### src/rtl/sadc_pkg.sv
`default_nettype none
package sadc_pkg;
  // ------------------------------------------------------------
  // Divide-select pin codes {high, low}
  // ------------------------------------------------------------
  localparam logic [1:0] SEL_OFF = 2'h0;
  localparam logic [1:0] SEL_DIV1 = 2'h1;
  localparam logic [1:0] SEL_DIV2 = 2'h2;
  localparam logic [1:0] SEL_DIV3 = 2'h3;
  // Divider terminal counts (ratio minus one)
  localparam logic [1:0] TERM_DIV1 = 2'h0;
  localparam logic [1:0] TERM_DIV2 = 2'h1;
  localparam logic [1:0] TERM_DIV3 = 2'h2;
  localparam logic [1:0] CNT_ZERO = 2'h0;
  localparam logic [1:0] CNT_ONE = 2'h1;

  // ------------------------------------------------------------
  // Frame and word layout
  // ------------------------------------------------------------
  localparam int TICK_W = 7;
  localparam logic [6:0] TICK_ZERO = 7'h00;
  localparam logic [6:0] TICK_ONE = 7'h01;
  localparam logic [6:0] FRAME_LAST = 7'h7f;
  localparam logic [5:0] BIT_ONE = 6'h01;
  localparam int WORD_W = 16;
  localparam logic [4:0] WORD_BITS = 5'h10;
  localparam logic [4:0] POS_ONE = 5'h01;

  // ------------------------------------------------------------
  // Filter latency in frames
  // ------------------------------------------------------------
  localparam logic [5:0] GROUP_DELAY_FRAMES = 6'h21;
  localparam logic [5:0] SETTLE_FRAMES = 6'h31;
  localparam logic [5:0] FRAMES_ONE = 6'h01;

  typedef enum logic [3:0] {
    DIV_OFF = 4'b0001,
    DIV_1 = 4'b0010,
    DIV_2 = 4'b0100,
    DIV_3 = 4'b1000
  } sadc_div_t;
endpackage
`default_nettype wire

### src/rtl/sadc_tick_if.sv
`default_nettype none
interface sadc_tick_if;
  logic sample_en;
  logic power_down;
  modport src (output sample_en, output power_down);
  modport dst (input sample_en, input power_down);
endinterface
`default_nettype wire

### src/rtl/sadc_clk_div.sv
`default_nettype none
module sadc_clk_div
  import sadc_pkg::*;
(
  input wire logic clock_i,
  input wire logic reset_i,
  input wire logic divide_select_low_i,
  input wire logic divide_select_high_i,
  sadc_tick_if.src tick
);
  // ------------------------------------------------------------
  // Mode decode
  // ------------------------------------------------------------
  wire logic [1:0] sel = {divide_select_high_i, divide_select_low_i};
  sadc_div_t mode;
  logic [1:0] term;
  logic [1:0] cnt_reg;
  logic en_reg;
  wire logic pd = (mode == DIV_OFF);

  always_comb begin
    case (sel)
      SEL_DIV1: mode = DIV_1;
      SEL_DIV2: mode = DIV_2;
      SEL_DIV3: mode = DIV_3;
      default: mode = DIV_OFF;
    endcase
  end

  always_comb begin
    case (mode)
      DIV_1: term = TERM_DIV1;
      DIV_2: term = TERM_DIV2;
      DIV_3: term = TERM_DIV3;
      default: term = TERM_DIV1;
    endcase
  end

  // ------------------------------------------------------------
  // Sample-clock enable
  // ------------------------------------------------------------
  always_ff @(posedge clock_i) begin
    if (reset_i || pd) begin
      cnt_reg <= CNT_ZERO;
      en_reg <= 1'b0;
    end else if (cnt_reg >= term) begin
      cnt_reg <= CNT_ZERO;
      en_reg <= 1'b1;
    end else begin
      cnt_reg <= 2'(cnt_reg + CNT_ONE);
      en_reg <= 1'b0;
    end
  end

  assign tick.sample_en = en_reg;
  assign tick.power_down = pd;

  chk_div_three_gap: assert property (@(posedge clock_i) disable iff (reset_i)
    (en_reg && mode == DIV_3 && $stable(sel)) ##1 (mode == DIV_3)[*3]
      |-> !$past(en_reg, 1) && !$past(en_reg, 2) && en_reg)
    else $error("divide by three enable spacing wrong");
  chk_div_one_run: assert property (@(posedge clock_i) disable iff (reset_i)
    (mode == DIV_1)[*3] |-> en_reg)
    else $error("divide by one enable not continuous");
  chk_pd_silent: assert property (@(posedge clock_i) disable iff (reset_i)
    pd |=> !en_reg)
    else $error("sample enable in power down");
endmodule
`default_nettype wire

### src/rtl/sadc_serial_out.sv
`default_nettype none
// How it works
// - Master clock divided by one, two, three
// - Divide pins: off, by1, by2, by3
// - One sample pair every 128 sample ticks
// - Frame strobe period is 128 ticks
// - Strobe and bit clock direction follow mode
// - Low drives both pins, high receives them
// - Strobe edge resynchronises transmitter and counters
// - Left while strobe high, right while low
// - Data changes on bit clock rising edge
// - Slave bit clock resampled by sample clock
// - MSB first, left word before right
// - Between words float or drive low
// - Strobe early by one bit or coincident
// - Group delay 33, settling 49 frames
module sadc_serial_out
  import sadc_pkg::*;
(
  input wire logic clock_i,
  input wire logic reset_i,
  input wire logic divide_select_low_i,
  input wire logic divide_select_high_i,
  input wire logic master_slave_select_i,
  input wire logic strobe_format_select_i,
  input wire logic output_drive_select_i,
  input wire logic [WORD_W-1:0] left_word_i,
  input wire logic [WORD_W-1:0] right_word_i,
  input wire logic sclk_i,
  output logic sclk_o,
  output logic sclk_oe_n_o,
  input wire logic sync_i,
  output logic sync_o,
  output logic sync_oe_n_o,
  output logic sdo_o,
  output logic sdo_oe_n_o,
  output logic word_load_o,
  output logic data_valid_o,
  output logic settled_o
);
  sadc_tick_if tick ();

  sadc_clk_div u_div (
    .clock_i(clock_i),
    .reset_i(reset_i),
    .divide_select_low_i(divide_select_low_i),
    .divide_select_high_i(divide_select_high_i),
    .tick(tick)
  );

  logic [TICK_W-1:0] tick_reg;
  logic sclk_q;
  logic sync_q;
  logic sy1_reg;
  logic sy2_reg;
  logic [4:0] pos_reg;
  logic [WORD_W-1:0] shift_reg;
  logic [WORD_W-1:0] right_hold_reg;
  logic sdo_reg;
  logic sdo_oe_n_reg;
  logic pin_oe_n_reg;
  logic load_reg;
  logic [5:0] frames_reg;
  logic valid_reg;
  logic settled_reg;

  // ------------------------------------------------------------
  // Master timing and pin selection
  // ------------------------------------------------------------
  wire logic en = tick.sample_en;
  wire logic pd = tick.power_down;
  wire logic slave = master_slave_select_i;
  wire logic fmt = strobe_format_select_i;
  wire logic [TICK_W-1:0] tick_next = 7'(tick_reg + TICK_ONE);
  wire logic [5:0] bidx = tick_next[6:1];
  wire logic [5:0] bidx_early = 6'(bidx + BIT_ONE);
  wire logic m_sclk = ~tick_next[0];
  wire logic m_sync = fmt ? ~bidx[5] : ~bidx_early[5];
  wire logic sclk_smp = slave ? sclk_i : m_sclk;
  wire logic sync_smp = slave ? sync_i : m_sync;
  wire logic bit_rise = en & sclk_smp & ~sclk_q;
  wire logic sync_rise = en & sync_smp & ~sync_q;
  wire logic frame_evt = slave ? sync_rise : (en & (tick_next == TICK_ZERO));

  // ------------------------------------------------------------
  // Word boundaries
  // ------------------------------------------------------------
  wire logic left_start = fmt ? (sync_smp & ~sy1_reg) : (sy1_reg & ~sy2_reg);
  wire logic right_start = fmt ? (~sync_smp & sy1_reg) : (~sy1_reg & sy2_reg);
  wire logic any_start = left_start | right_start;
  wire logic [WORD_W-1:0] start_word = left_start ? left_word_i : right_hold_reg;
  wire logic in_word = pos_reg < WORD_BITS;

  always_ff @(posedge clock_i) begin
    if (reset_i || pd) begin
      tick_reg <= TICK_ZERO;
      sclk_q <= 1'b0;
      sync_q <= 1'b0;
    end else if (slave && frame_evt) begin
      tick_reg <= TICK_ZERO;
      sclk_q <= sclk_smp;
      sync_q <= sync_smp;
    end else if (en) begin
      tick_reg <= tick_next;
      sclk_q <= sclk_smp;
      sync_q <= sync_smp;
    end
  end

  always_ff @(posedge clock_i) begin
    if (reset_i) begin
      pin_oe_n_reg <= 1'b1;
    end else begin
      pin_oe_n_reg <= slave;
    end
  end

  // ------------------------------------------------------------
  // Serial transmitter
  // ------------------------------------------------------------
  always_ff @(posedge clock_i) begin
    if (reset_i || pd) begin
      sy1_reg <= 1'b0;
      sy2_reg <= 1'b0;
      pos_reg <= WORD_BITS;
      shift_reg <= '0;
      right_hold_reg <= '0;
      sdo_reg <= 1'b0;
      sdo_oe_n_reg <= 1'b1;
      load_reg <= 1'b0;
    end else begin
      load_reg <= bit_rise & left_start;
      if (bit_rise) begin
        sy1_reg <= sync_smp;
        sy2_reg <= sy1_reg;
        if (left_start) begin
          right_hold_reg <= right_word_i;
        end
        if (any_start) begin
          pos_reg <= POS_ONE;
          sdo_reg <= start_word[WORD_W-1];
          shift_reg <= {start_word[WORD_W-2:0], 1'b0};
          sdo_oe_n_reg <= 1'b0;
        end else if (in_word) begin
          pos_reg <= 5'(pos_reg + POS_ONE);
          sdo_reg <= shift_reg[WORD_W-1];
          shift_reg <= {shift_reg[WORD_W-2:0], 1'b0};
          sdo_oe_n_reg <= 1'b0;
        end else begin
          sdo_reg <= 1'b0;
          sdo_oe_n_reg <= ~output_drive_select_i;
        end
      end
    end
  end

  // ------------------------------------------------------------
  // Filter latency tracking
  // ------------------------------------------------------------
  always_ff @(posedge clock_i) begin
    if (reset_i || pd) begin
      frames_reg <= '0;
      valid_reg <= 1'b0;
      settled_reg <= 1'b0;
    end else begin
      if (frame_evt && frames_reg < SETTLE_FRAMES) begin
        frames_reg <= 6'(frames_reg + FRAMES_ONE);
      end
      valid_reg <= frames_reg >= GROUP_DELAY_FRAMES;
      settled_reg <= frames_reg >= SETTLE_FRAMES;
    end
  end

  assign sclk_o = sclk_q;
  assign sync_o = sync_q;
  assign sclk_oe_n_o = pin_oe_n_reg;
  assign sync_oe_n_o = pin_oe_n_reg;
  assign sdo_o = sdo_reg;
  assign sdo_oe_n_o = sdo_oe_n_reg;
  assign word_load_o = load_reg;
  assign data_valid_o = valid_reg;
  assign settled_o = settled_reg;

  // ------------------------------------------------------------
  // Checks
  // ------------------------------------------------------------
  logic [TICK_W-1:0] en_since_reg;
  always_ff @(posedge clock_i) begin
    if (reset_i || pd || frame_evt) begin
      en_since_reg <= TICK_ZERO;
    end else if (en) begin
      en_since_reg <= 7'(en_since_reg + TICK_ONE);
    end
  end

  chk_frame_ticks: assert property (@(posedge clock_i) disable iff (reset_i || pd)
    (frame_evt && !slave && $stable(slave)) |-> en_since_reg == FRAME_LAST)
    else $error("master frame is not 128 sample ticks");
  chk_pin_dir: assert property (@(posedge clock_i) disable iff (reset_i)
    ##1 (sclk_oe_n_o == $past(slave || reset_i)) && (sync_oe_n_o == $past(slave || reset_i)))
    else $error("strobe or bit clock direction wrong");
  chk_msb_first: assert property (@(posedge clock_i) disable iff (reset_i || pd)
    (bit_rise && left_start) |=> sdo_o == $past(left_word_i[WORD_W-1]) && !sdo_oe_n_o)
    else $error("left word msb not sent first");
  chk_idle_drive: assert property (@(posedge clock_i) disable iff (reset_i || pd)
    (bit_rise && !any_start && !in_word)
      |=> !sdo_o && sdo_oe_n_o == !$past(output_drive_select_i))
    else $error("idle data pin state wrong");
  chk_rise_update: assert property (@(posedge clock_i) disable iff (reset_i || pd)
    $changed(sdo_o) |-> $past(bit_rise))
    else $error("data changed away from bit clock rise");
  chk_slave_resample: assert property (@(posedge clock_i) disable iff (reset_i || pd)
    (slave && !en) |=> $stable(sclk_q))
    else $error("slave bit clock sampled off the sample tick");
  chk_frame_resync: assert property (@(posedge clock_i) disable iff (reset_i || pd)
    (slave && sync_rise) |=> tick_reg == TICK_ZERO)
    else $error("strobe did not resynchronise frame counter");
  chk_right_low: assert property (@(posedge clock_i) disable iff (reset_i || pd)
    (bit_rise && right_start) |=> !sync_o && !sdo_oe_n_o)
    else $error("right word started while strobe high");
  chk_settle_time: assert property (@(posedge clock_i) disable iff (reset_i || pd)
    $rose(settled_o) |-> $past(frames_reg) == SETTLE_FRAMES && data_valid_o)
    else $error("settled flag timing wrong");
endmodule
`default_nettype wire

### config.mk
export PLATFORM = sky130hd
export DESIGN_NAME = sadc_serial_out
export DESIGN_NICKNAME = d
export VERILOG_FILES = /design/src/rtl/sadc_pkg.sv /design/src/rtl/sadc_tick_if.sv /design/src/rtl/sadc_clk_div.sv /design/src/rtl/sadc_serial_out.sv
export SDC_FILE = /design/constraint.sdc
export NUM_CORES = 1
export LEC_CHECK = 0
export BUFFER_PORTS_ARGS = -buffer_cell sky130_fd_sc_hd__clkbuf_2
export CAP_MARGIN = 10
export CORE_ASPECT_RATIO = 1.4
export CORE_MARGIN = 2
export CORE_UTILIZATION = 45
export DETAILED_ROUTE_END_ITERATION = 10
export PLACE_DENSITY_LB_ADDON = 0.3
export SLEW_MARGIN = 25
export SYNTH_ARGS = -nofsm -noshare
export SYNTH_HDL_FRONTEND = slang
export SYNTH_HIERARCHICAL = 1
export SYNTH_SLANG_ARGS = --single-unit
### constraint.sdc
create_clock -name clock_i -period 7.59 [get_ports clock_i]
set_input_delay 0.3795 -clock clock_i [delete_from_list [all_inputs] [get_ports clock_i]]
set_output_delay 0.3795 -clock clock_i [all_outputs]
set_load 0.01 [all_outputs]
## After elaboration in Yosys (flattened, before gate mapping)

Index checks and enable logic that the tools add are counted.

| storage, ports and cells | value |
|---|---|
| bits in registers | 63 |
| latch bits | 0 |
| memory bits (writable) | 0 |
| memory bits (read-only) | 0 |
| input bits | 41 |
| output and inout bits | 9 |
| word-level logic and storage cells | 85 |
| memories | 0 |

| cells by class | value |
|---|---|
| $add $sub $neg | 5 |
| multiply operators | 0 |
| div/mod/pow operators | 0 |
| magnitude comparators | 5 |
| equality and inequality tests | 6 |
| shift operators | 0 |
| muxes and demuxes | 22 |
| bitwise gates (word level) | 20 |
| reductions and logical operators | 10 |

Operator list:

| operator | count |
|---|---|
| 16-bit two-way mux | 3 |
| 1-bit two-way mux | 15 |
| 6-bit by 1-bit adder with 6-bit output (second input constant) | 2 |
| 6-bit >= comparator (second input constant) | 2 |
| 4-bit one-hot mux with 3 select lines | 1 |
| 1-bit bitwise AND | 10 |
| 5-bit two-way mux | 2 |
| 1-bit NOT | 9 |
| 7-bit by 1-bit adder with 7-bit output (second input constant) | 1 |
| 7-bit zero test | 1 |
| 6-bit < comparator (second input constant) | 1 |
| 5-bit by 1-bit adder with 5-bit output (second input constant) | 1 |
| 5-bit < comparator (second input constant) | 1 |
| 2-bit == test (second input constant) | 2 |
| 4-bit by 1-bit == test with 1-bit output (second input constant) | 1 |
| 4-bit by 3-bit == test with 1-bit output (second input constant) | 1 |
| 4-bit == test (second input constant) | 1 |
| 2-bit one-hot mux with 2 select lines | 1 |
| 2-bit AND reduction | 2 |
| 2-bit nonzero test | 2 |
| 2-bit OR reduction | 2 |
| 2-bit by 1-bit adder with 2-bit output (second input constant) | 1 |
| 2-bit by 1-bit == test with 1-bit output (second input constant) | 1 |
| 2-bit >= comparator | 1 |
| other kinds (3) | 4 |

## Longest topological paths before layout

| depth | value |
|---|---|
| depth after elaboration | 11 |
| depth in mapped cells | 10 |
| gate-level depth less buffers | 7 |

## Hierarchy

Netlist, hierarchy kept.

Modules (own cells, without submodules):

| module | times used | cells an instance | area each (um^2) | sequential area each (um^2) |
|---|---|---|---|---|
| sadc_serial_out | 1 | 337 | 2999.1 | 1181.1 |
| sadc_clk_div | 1 | 16 | 175.2 | 60.1 |

## Worst setup path after synthesis

No wires, ideal clock.

| timing path | value |
|---|---|
| path kind | reg-to-reg |
| from | register tick_reg[0] |
| to | register shift_reg[10] |
| library setup time | 0.088 ns |
| arrival | 2.567 ns |
| required time | 7.502 ns |
| setup slack | 4.935 ns |
| stages on the path, launching flop included | 11 |
| path buffers | 3 |
| period minus slack after synthesis | 2.655 ns |
| cell sequence | dfxtp_1 -> ha_1 -> nand2_1 -> or3_4 -> and4b_1 -> buf_6 -> o211a_4 -> or4_1 -> buf_2 -> buf_6 -> o32ai_2 |

| between the ends | value |
|---|---|
| longest elaborated chain between the ends | 11 |
| elaborated cells on any way between the ends | 20 |
| those cells by class | add/sub: 2; mux: 7; bitwise: 9; reduce/logical: 2 |

RTL lines:

| element | line | source |
|---|---|---|
| from (decl) | sadc_serial_out.sv:51 | `logic [TICK_W-1:0] tick_reg;` |
| from (signal assigned) | sadc_serial_out.sv:104 | `tick_reg <= tick_next;` |
| 7-bit by 1-bit adder with 7-bit output * | sadc_serial_out.sv:74 | `wire logic [TICK_W-1:0] tick_next = 7'(tick_reg + TICK_ONE);` |
| 6-bit by 1-bit adder with 6-bit output | sadc_serial_out.sv:76 | `wire logic [5:0] bidx_early = 6'(bidx + BIT_ONE);` |
| 1-bit NOT | sadc_serial_out.sv:78 | `wire logic m_sync = fmt ? ~bidx[5] : ~bidx_early[5];` |
| 1-bit two-way mux | sadc_serial_out.sv:78 |  |
| 1-bit two-way mux | sadc_serial_out.sv:80 | `wire logic sync_smp = slave ? sync_i : m_sync;` |
| 1-bit NOT | sadc_serial_out.sv:89 | `wire logic right_start = fmt ? (~sync_smp & sy1_reg) : (~sy1_reg & sy2_reg);` |
| 1-bit bitwise AND | sadc_serial_out.sv:89 |  |
| 1-bit two-way mux | sadc_serial_out.sv:89 |  |
| 1-bit bitwise OR | sadc_serial_out.sv:90 | `wire logic any_start = left_start \| right_start;` |
| 2-bit nonzero test (no source line) | - |  |
| 2-bit AND reduction (no source line) | - |  |
| to (signal assigned) | sadc_serial_out.sv:142 | `shift_reg <= {start_word[WORD_W-2:0], 1'b0};` |
| to (signal assigned) | sadc_serial_out.sv:147 | `shift_reg <= {shift_reg[WORD_W-2:0], 1'b0};` |
| to (decl) | sadc_serial_out.sv:57 | `logic [WORD_W-1:0] shift_reg;` |

Mark *: on every way between the ends. The rest lies on a longest branch, timed or not.
A chain may end at the register's enable or synchronous reset.

## Worst setup path in the final report

| timing path | value |
|---|---|
| from | register tick_reg[0] |
| to | register shift_reg[2] |

Same word-level chain as after synthesis.

==> impl_metrics.tcl <==
set metrics [dict create \
    dieArea_um2 7750 \
    async_flop_share 0 \
    power.switching_uw 177 \
    finalCritPeriodShare 0.412 \
    cp.depth 7 \
    hold_path.class "input port to flop" \
    met2_length_mm 3.52 \
    clock.fmax_mhz 320 \
    max_stage_delay_ns 0.85 \
    totalWireLength_mm 7.00 \
    skew_ns 0.00379 \
    hold_ws_ns 0.224 \
    post-place-ws_ns 4.52 \
    fin_ws_ns 4.46 \
    cp_cell_sequence "ha_1, nand2_1, o21ai_0, and4b_1, nor4_2, or4_1, o32ai_1" \
    cts_tree "done" \
    drt-met1-wl_mm 3.08 \
    post_cts.repair.setup_buffers 0 \
    cp_num_buf_inv 0 \
    nNetsFinal 436 \
    holdPathStages 2 \
    critPathRequiredTime_ns 7.84 \
    synth_warnings 6 \
    grt_pass1_wl_mm 11.6 \
    final_layout_size_suffix_gt1_frac 0.226 \
    detail_route.wl_per_cell_um 14.3 \
    finalCriticalPeriod_ns 3.13 \
    post_dp_cell_area_um2 3440 \
    status "completed" \
    crit_slowest_cell "or4_1" \
    cts_max_path_buffers 2 \
    final_cell_mix "dfxtp_1, clkbuf_2, nor2_1" \
    dpl.hpwl_mm 5.07 \
    cp.arrival_ns 3.38 \
    tightest_slew_ns 0.971 \
    synth_fp_nets 401 \
    dr_total_vias 2620 \
    layout_commonest_cell "dfxtp_1" \
    chipWidth_um 75.0 \
    antenna_found_initial 0 \
    crit_family "simple AND/OR/NAND/NOR gates" \
    port_buffers 49 \
    rows 36 \
    rsz0062_at_grt "no" \
    drt_pass1_iterations 4 \
    critPathKind "flop to flop" \
    internal-power_uw 508 \
    die_h_um 103 \
    cts-root-buf "clkbuf_8" \
    synthDistinctLibCells 52 \
    power_density_nw_per_um2 189 \
    syn_to_final_growth_pct 14.3 \
    ir_drop_mv 0.127 \
    r2r-end "shift_reg[2]" \
    pwr-share-comb 0.108 \
    synthFlopType "dfxtp_1" \
    start_util 0.461 \
    clock_sinks 62 \
    ant_nets 0 \
    grt_pass1_vias 2502 \
    highest_layer "met4" \
    met3_length_um 275 \
    hold_buffers 0 \
    reg2reg_depth 7 \
    seq_power_share 0.489 \
    synth_enable_flop_cells 0 \
    setup_tns_ns 0 \
    synth_area_um2 3170 \
    syn_inst 353 \
    cp-endpoint "shift_reg[2]" \
    setup_viol 0 \
    drt_iter0_markers 109 \
    n_fill_cell 666 \
    startpoint "tick_reg[0]" \
    clockPowerShare 0.403 \
    drc 0 \
    core_area_um2 6890 \
    hold_viol_final 0 \
    avgViaCountPerCell 5.37 \
    grt_use_total 0.196 \
    largest_reg_flops 16 \
    ios 50 \
    slew_viol_final 0 \
    swShare 0.259 \
    relSlewSlack 0.348 \
    regToRegStartpoint "tick_reg[0]" \
    diodes 0 \
    design_area_um2 3630 \
    critPathLaunchType "flop" \
    postLayoutCoreUtil 0.527 \
    cap_violations 0 \
    grt_max_degree 33 \
    synth_area_per_cell_um2 8.99 \
    ys_seq_area_frac 0.391 \
    reg2reg_setup_slack_ns 4.46 \
    p_leak_nw 1.36 \
    fin_cells 488 \
    cp-end-kind "flop" \
    p_total_uw 685 \
    place_inst 472 \
    place_congestion 0.837 \
    clock_latency_ns 0.34 \
    cts-htree-levels 3 \
    critPathMaxFanout 14 \
    grt_overflow 0 \
    ctsResizeCount 0 \
    ys_seq_elements 62 \
    clk_pin_slew_worst_paths_ns 0.07 \
    cts-buffers-inserted 9 \
]
[area by class of cell]
| type | count | area [um2] | area share |
|---|---|---|---|
| clock inverter | 5 | 50.0 | 0.0138 |
| clock buffer | 11 | 131 | 0.0362 |
| sequential | 62 | 1240 | 0.342 |
| multi-input combinational | 240 | 1740 | 0.479 |
| tap | 95 | 119 | 0.0327 |
| timing repair buffer | 51 | 260 | 0.0717 |
| inverter | 24 | 90.1 | 0.0248 |
[worst min path at each step]
stage	start	to	slack [ns]
finish	output_drive_select_i	sdo_oe_n_o	0.22
global route	output_drive_select_i	sdo_oe_n_o	0.23
CTS	output_drive_select_i	sdo_oe_n_o	0.22
detailed placement	shift_reg[3]	shift_reg[3]	0.45
global placement	shift_reg[2]	shift_reg[2]	0.44
floorplan	shift_reg[2]	shift_reg[2]	0.43
[routing by layer]
layer	track usage	up-vias
met3	0.0504	11
met2	0.329	42
met1	0.237	1217
li1	-	1350
met5	0	-
met4	0.0742	0
[worst reg2reg max path: stages (launching register included)]
cell     delay, ns
dfxtp_1       0.46
ha_1          0.28
nand2_1       0.11
o21ai_0       0.38
and4b_1       0.46
nor4_2        0.13
or4_1         0.85
o32ai_1       0.37
[cells by family (layout without fill, tap and decap cells)]
| kind of cell | Yosys count | after routing | synth area share |
|---|---|---|---|
| simple gates | 108 | 108 | 0.174 |
| compound gates | 93 | 93 | 0.243 |
| flops | 62 | 62 | 0.391 |
| buf+inv | 51 | 91 | 0.0686 |
| mux | 19 | 19 | 0.0599 |
| xor+xnor | 13 | 13 | 0.0359 |
| fa+ha+maj | 7 | 7 | 0.0276 |
[synthesized netlist by cell type, types with 4 or more instances]
cell type	number	share of area
o32ai_1	4	0.011
a21oi_1	25	0.039
o32ai_2	10	0.051
a2111oi_0	15	0.041
ha_1	7	0.028
dfxtp_1	62	0.39
xnor2_1	8	0.022
inv_1	24	0.028
o31ai_1	5	0.012
nand3_1	6	0.0095
buf_2	6	0.0095
xor2_1	5	0.014
o21ai_0	4	0.0063
nor2_1	39	0.046
and3_1	16	0.032
nor3_1	5	0.0079
clkbuf_1	18	0.021
mux2i_1	19	0.060
nand2_1	17	0.020
and2_1	6	0.012
[power by group through the flow]
stage	clock network [mW]	registers (mW)	logic, mW
2_1_floorplan	0	0.341	0.0517
3_5_place_dp	0	0.343	0.0736
5_1_grt	0.298	0.336	0.0818
4_1_cts	0.281	0.335	0.0740
3_3_place_gp	0	0.342	0.0726
6_report	0.276	0.335	0.0741
Power figures use the tool's default switching activity.
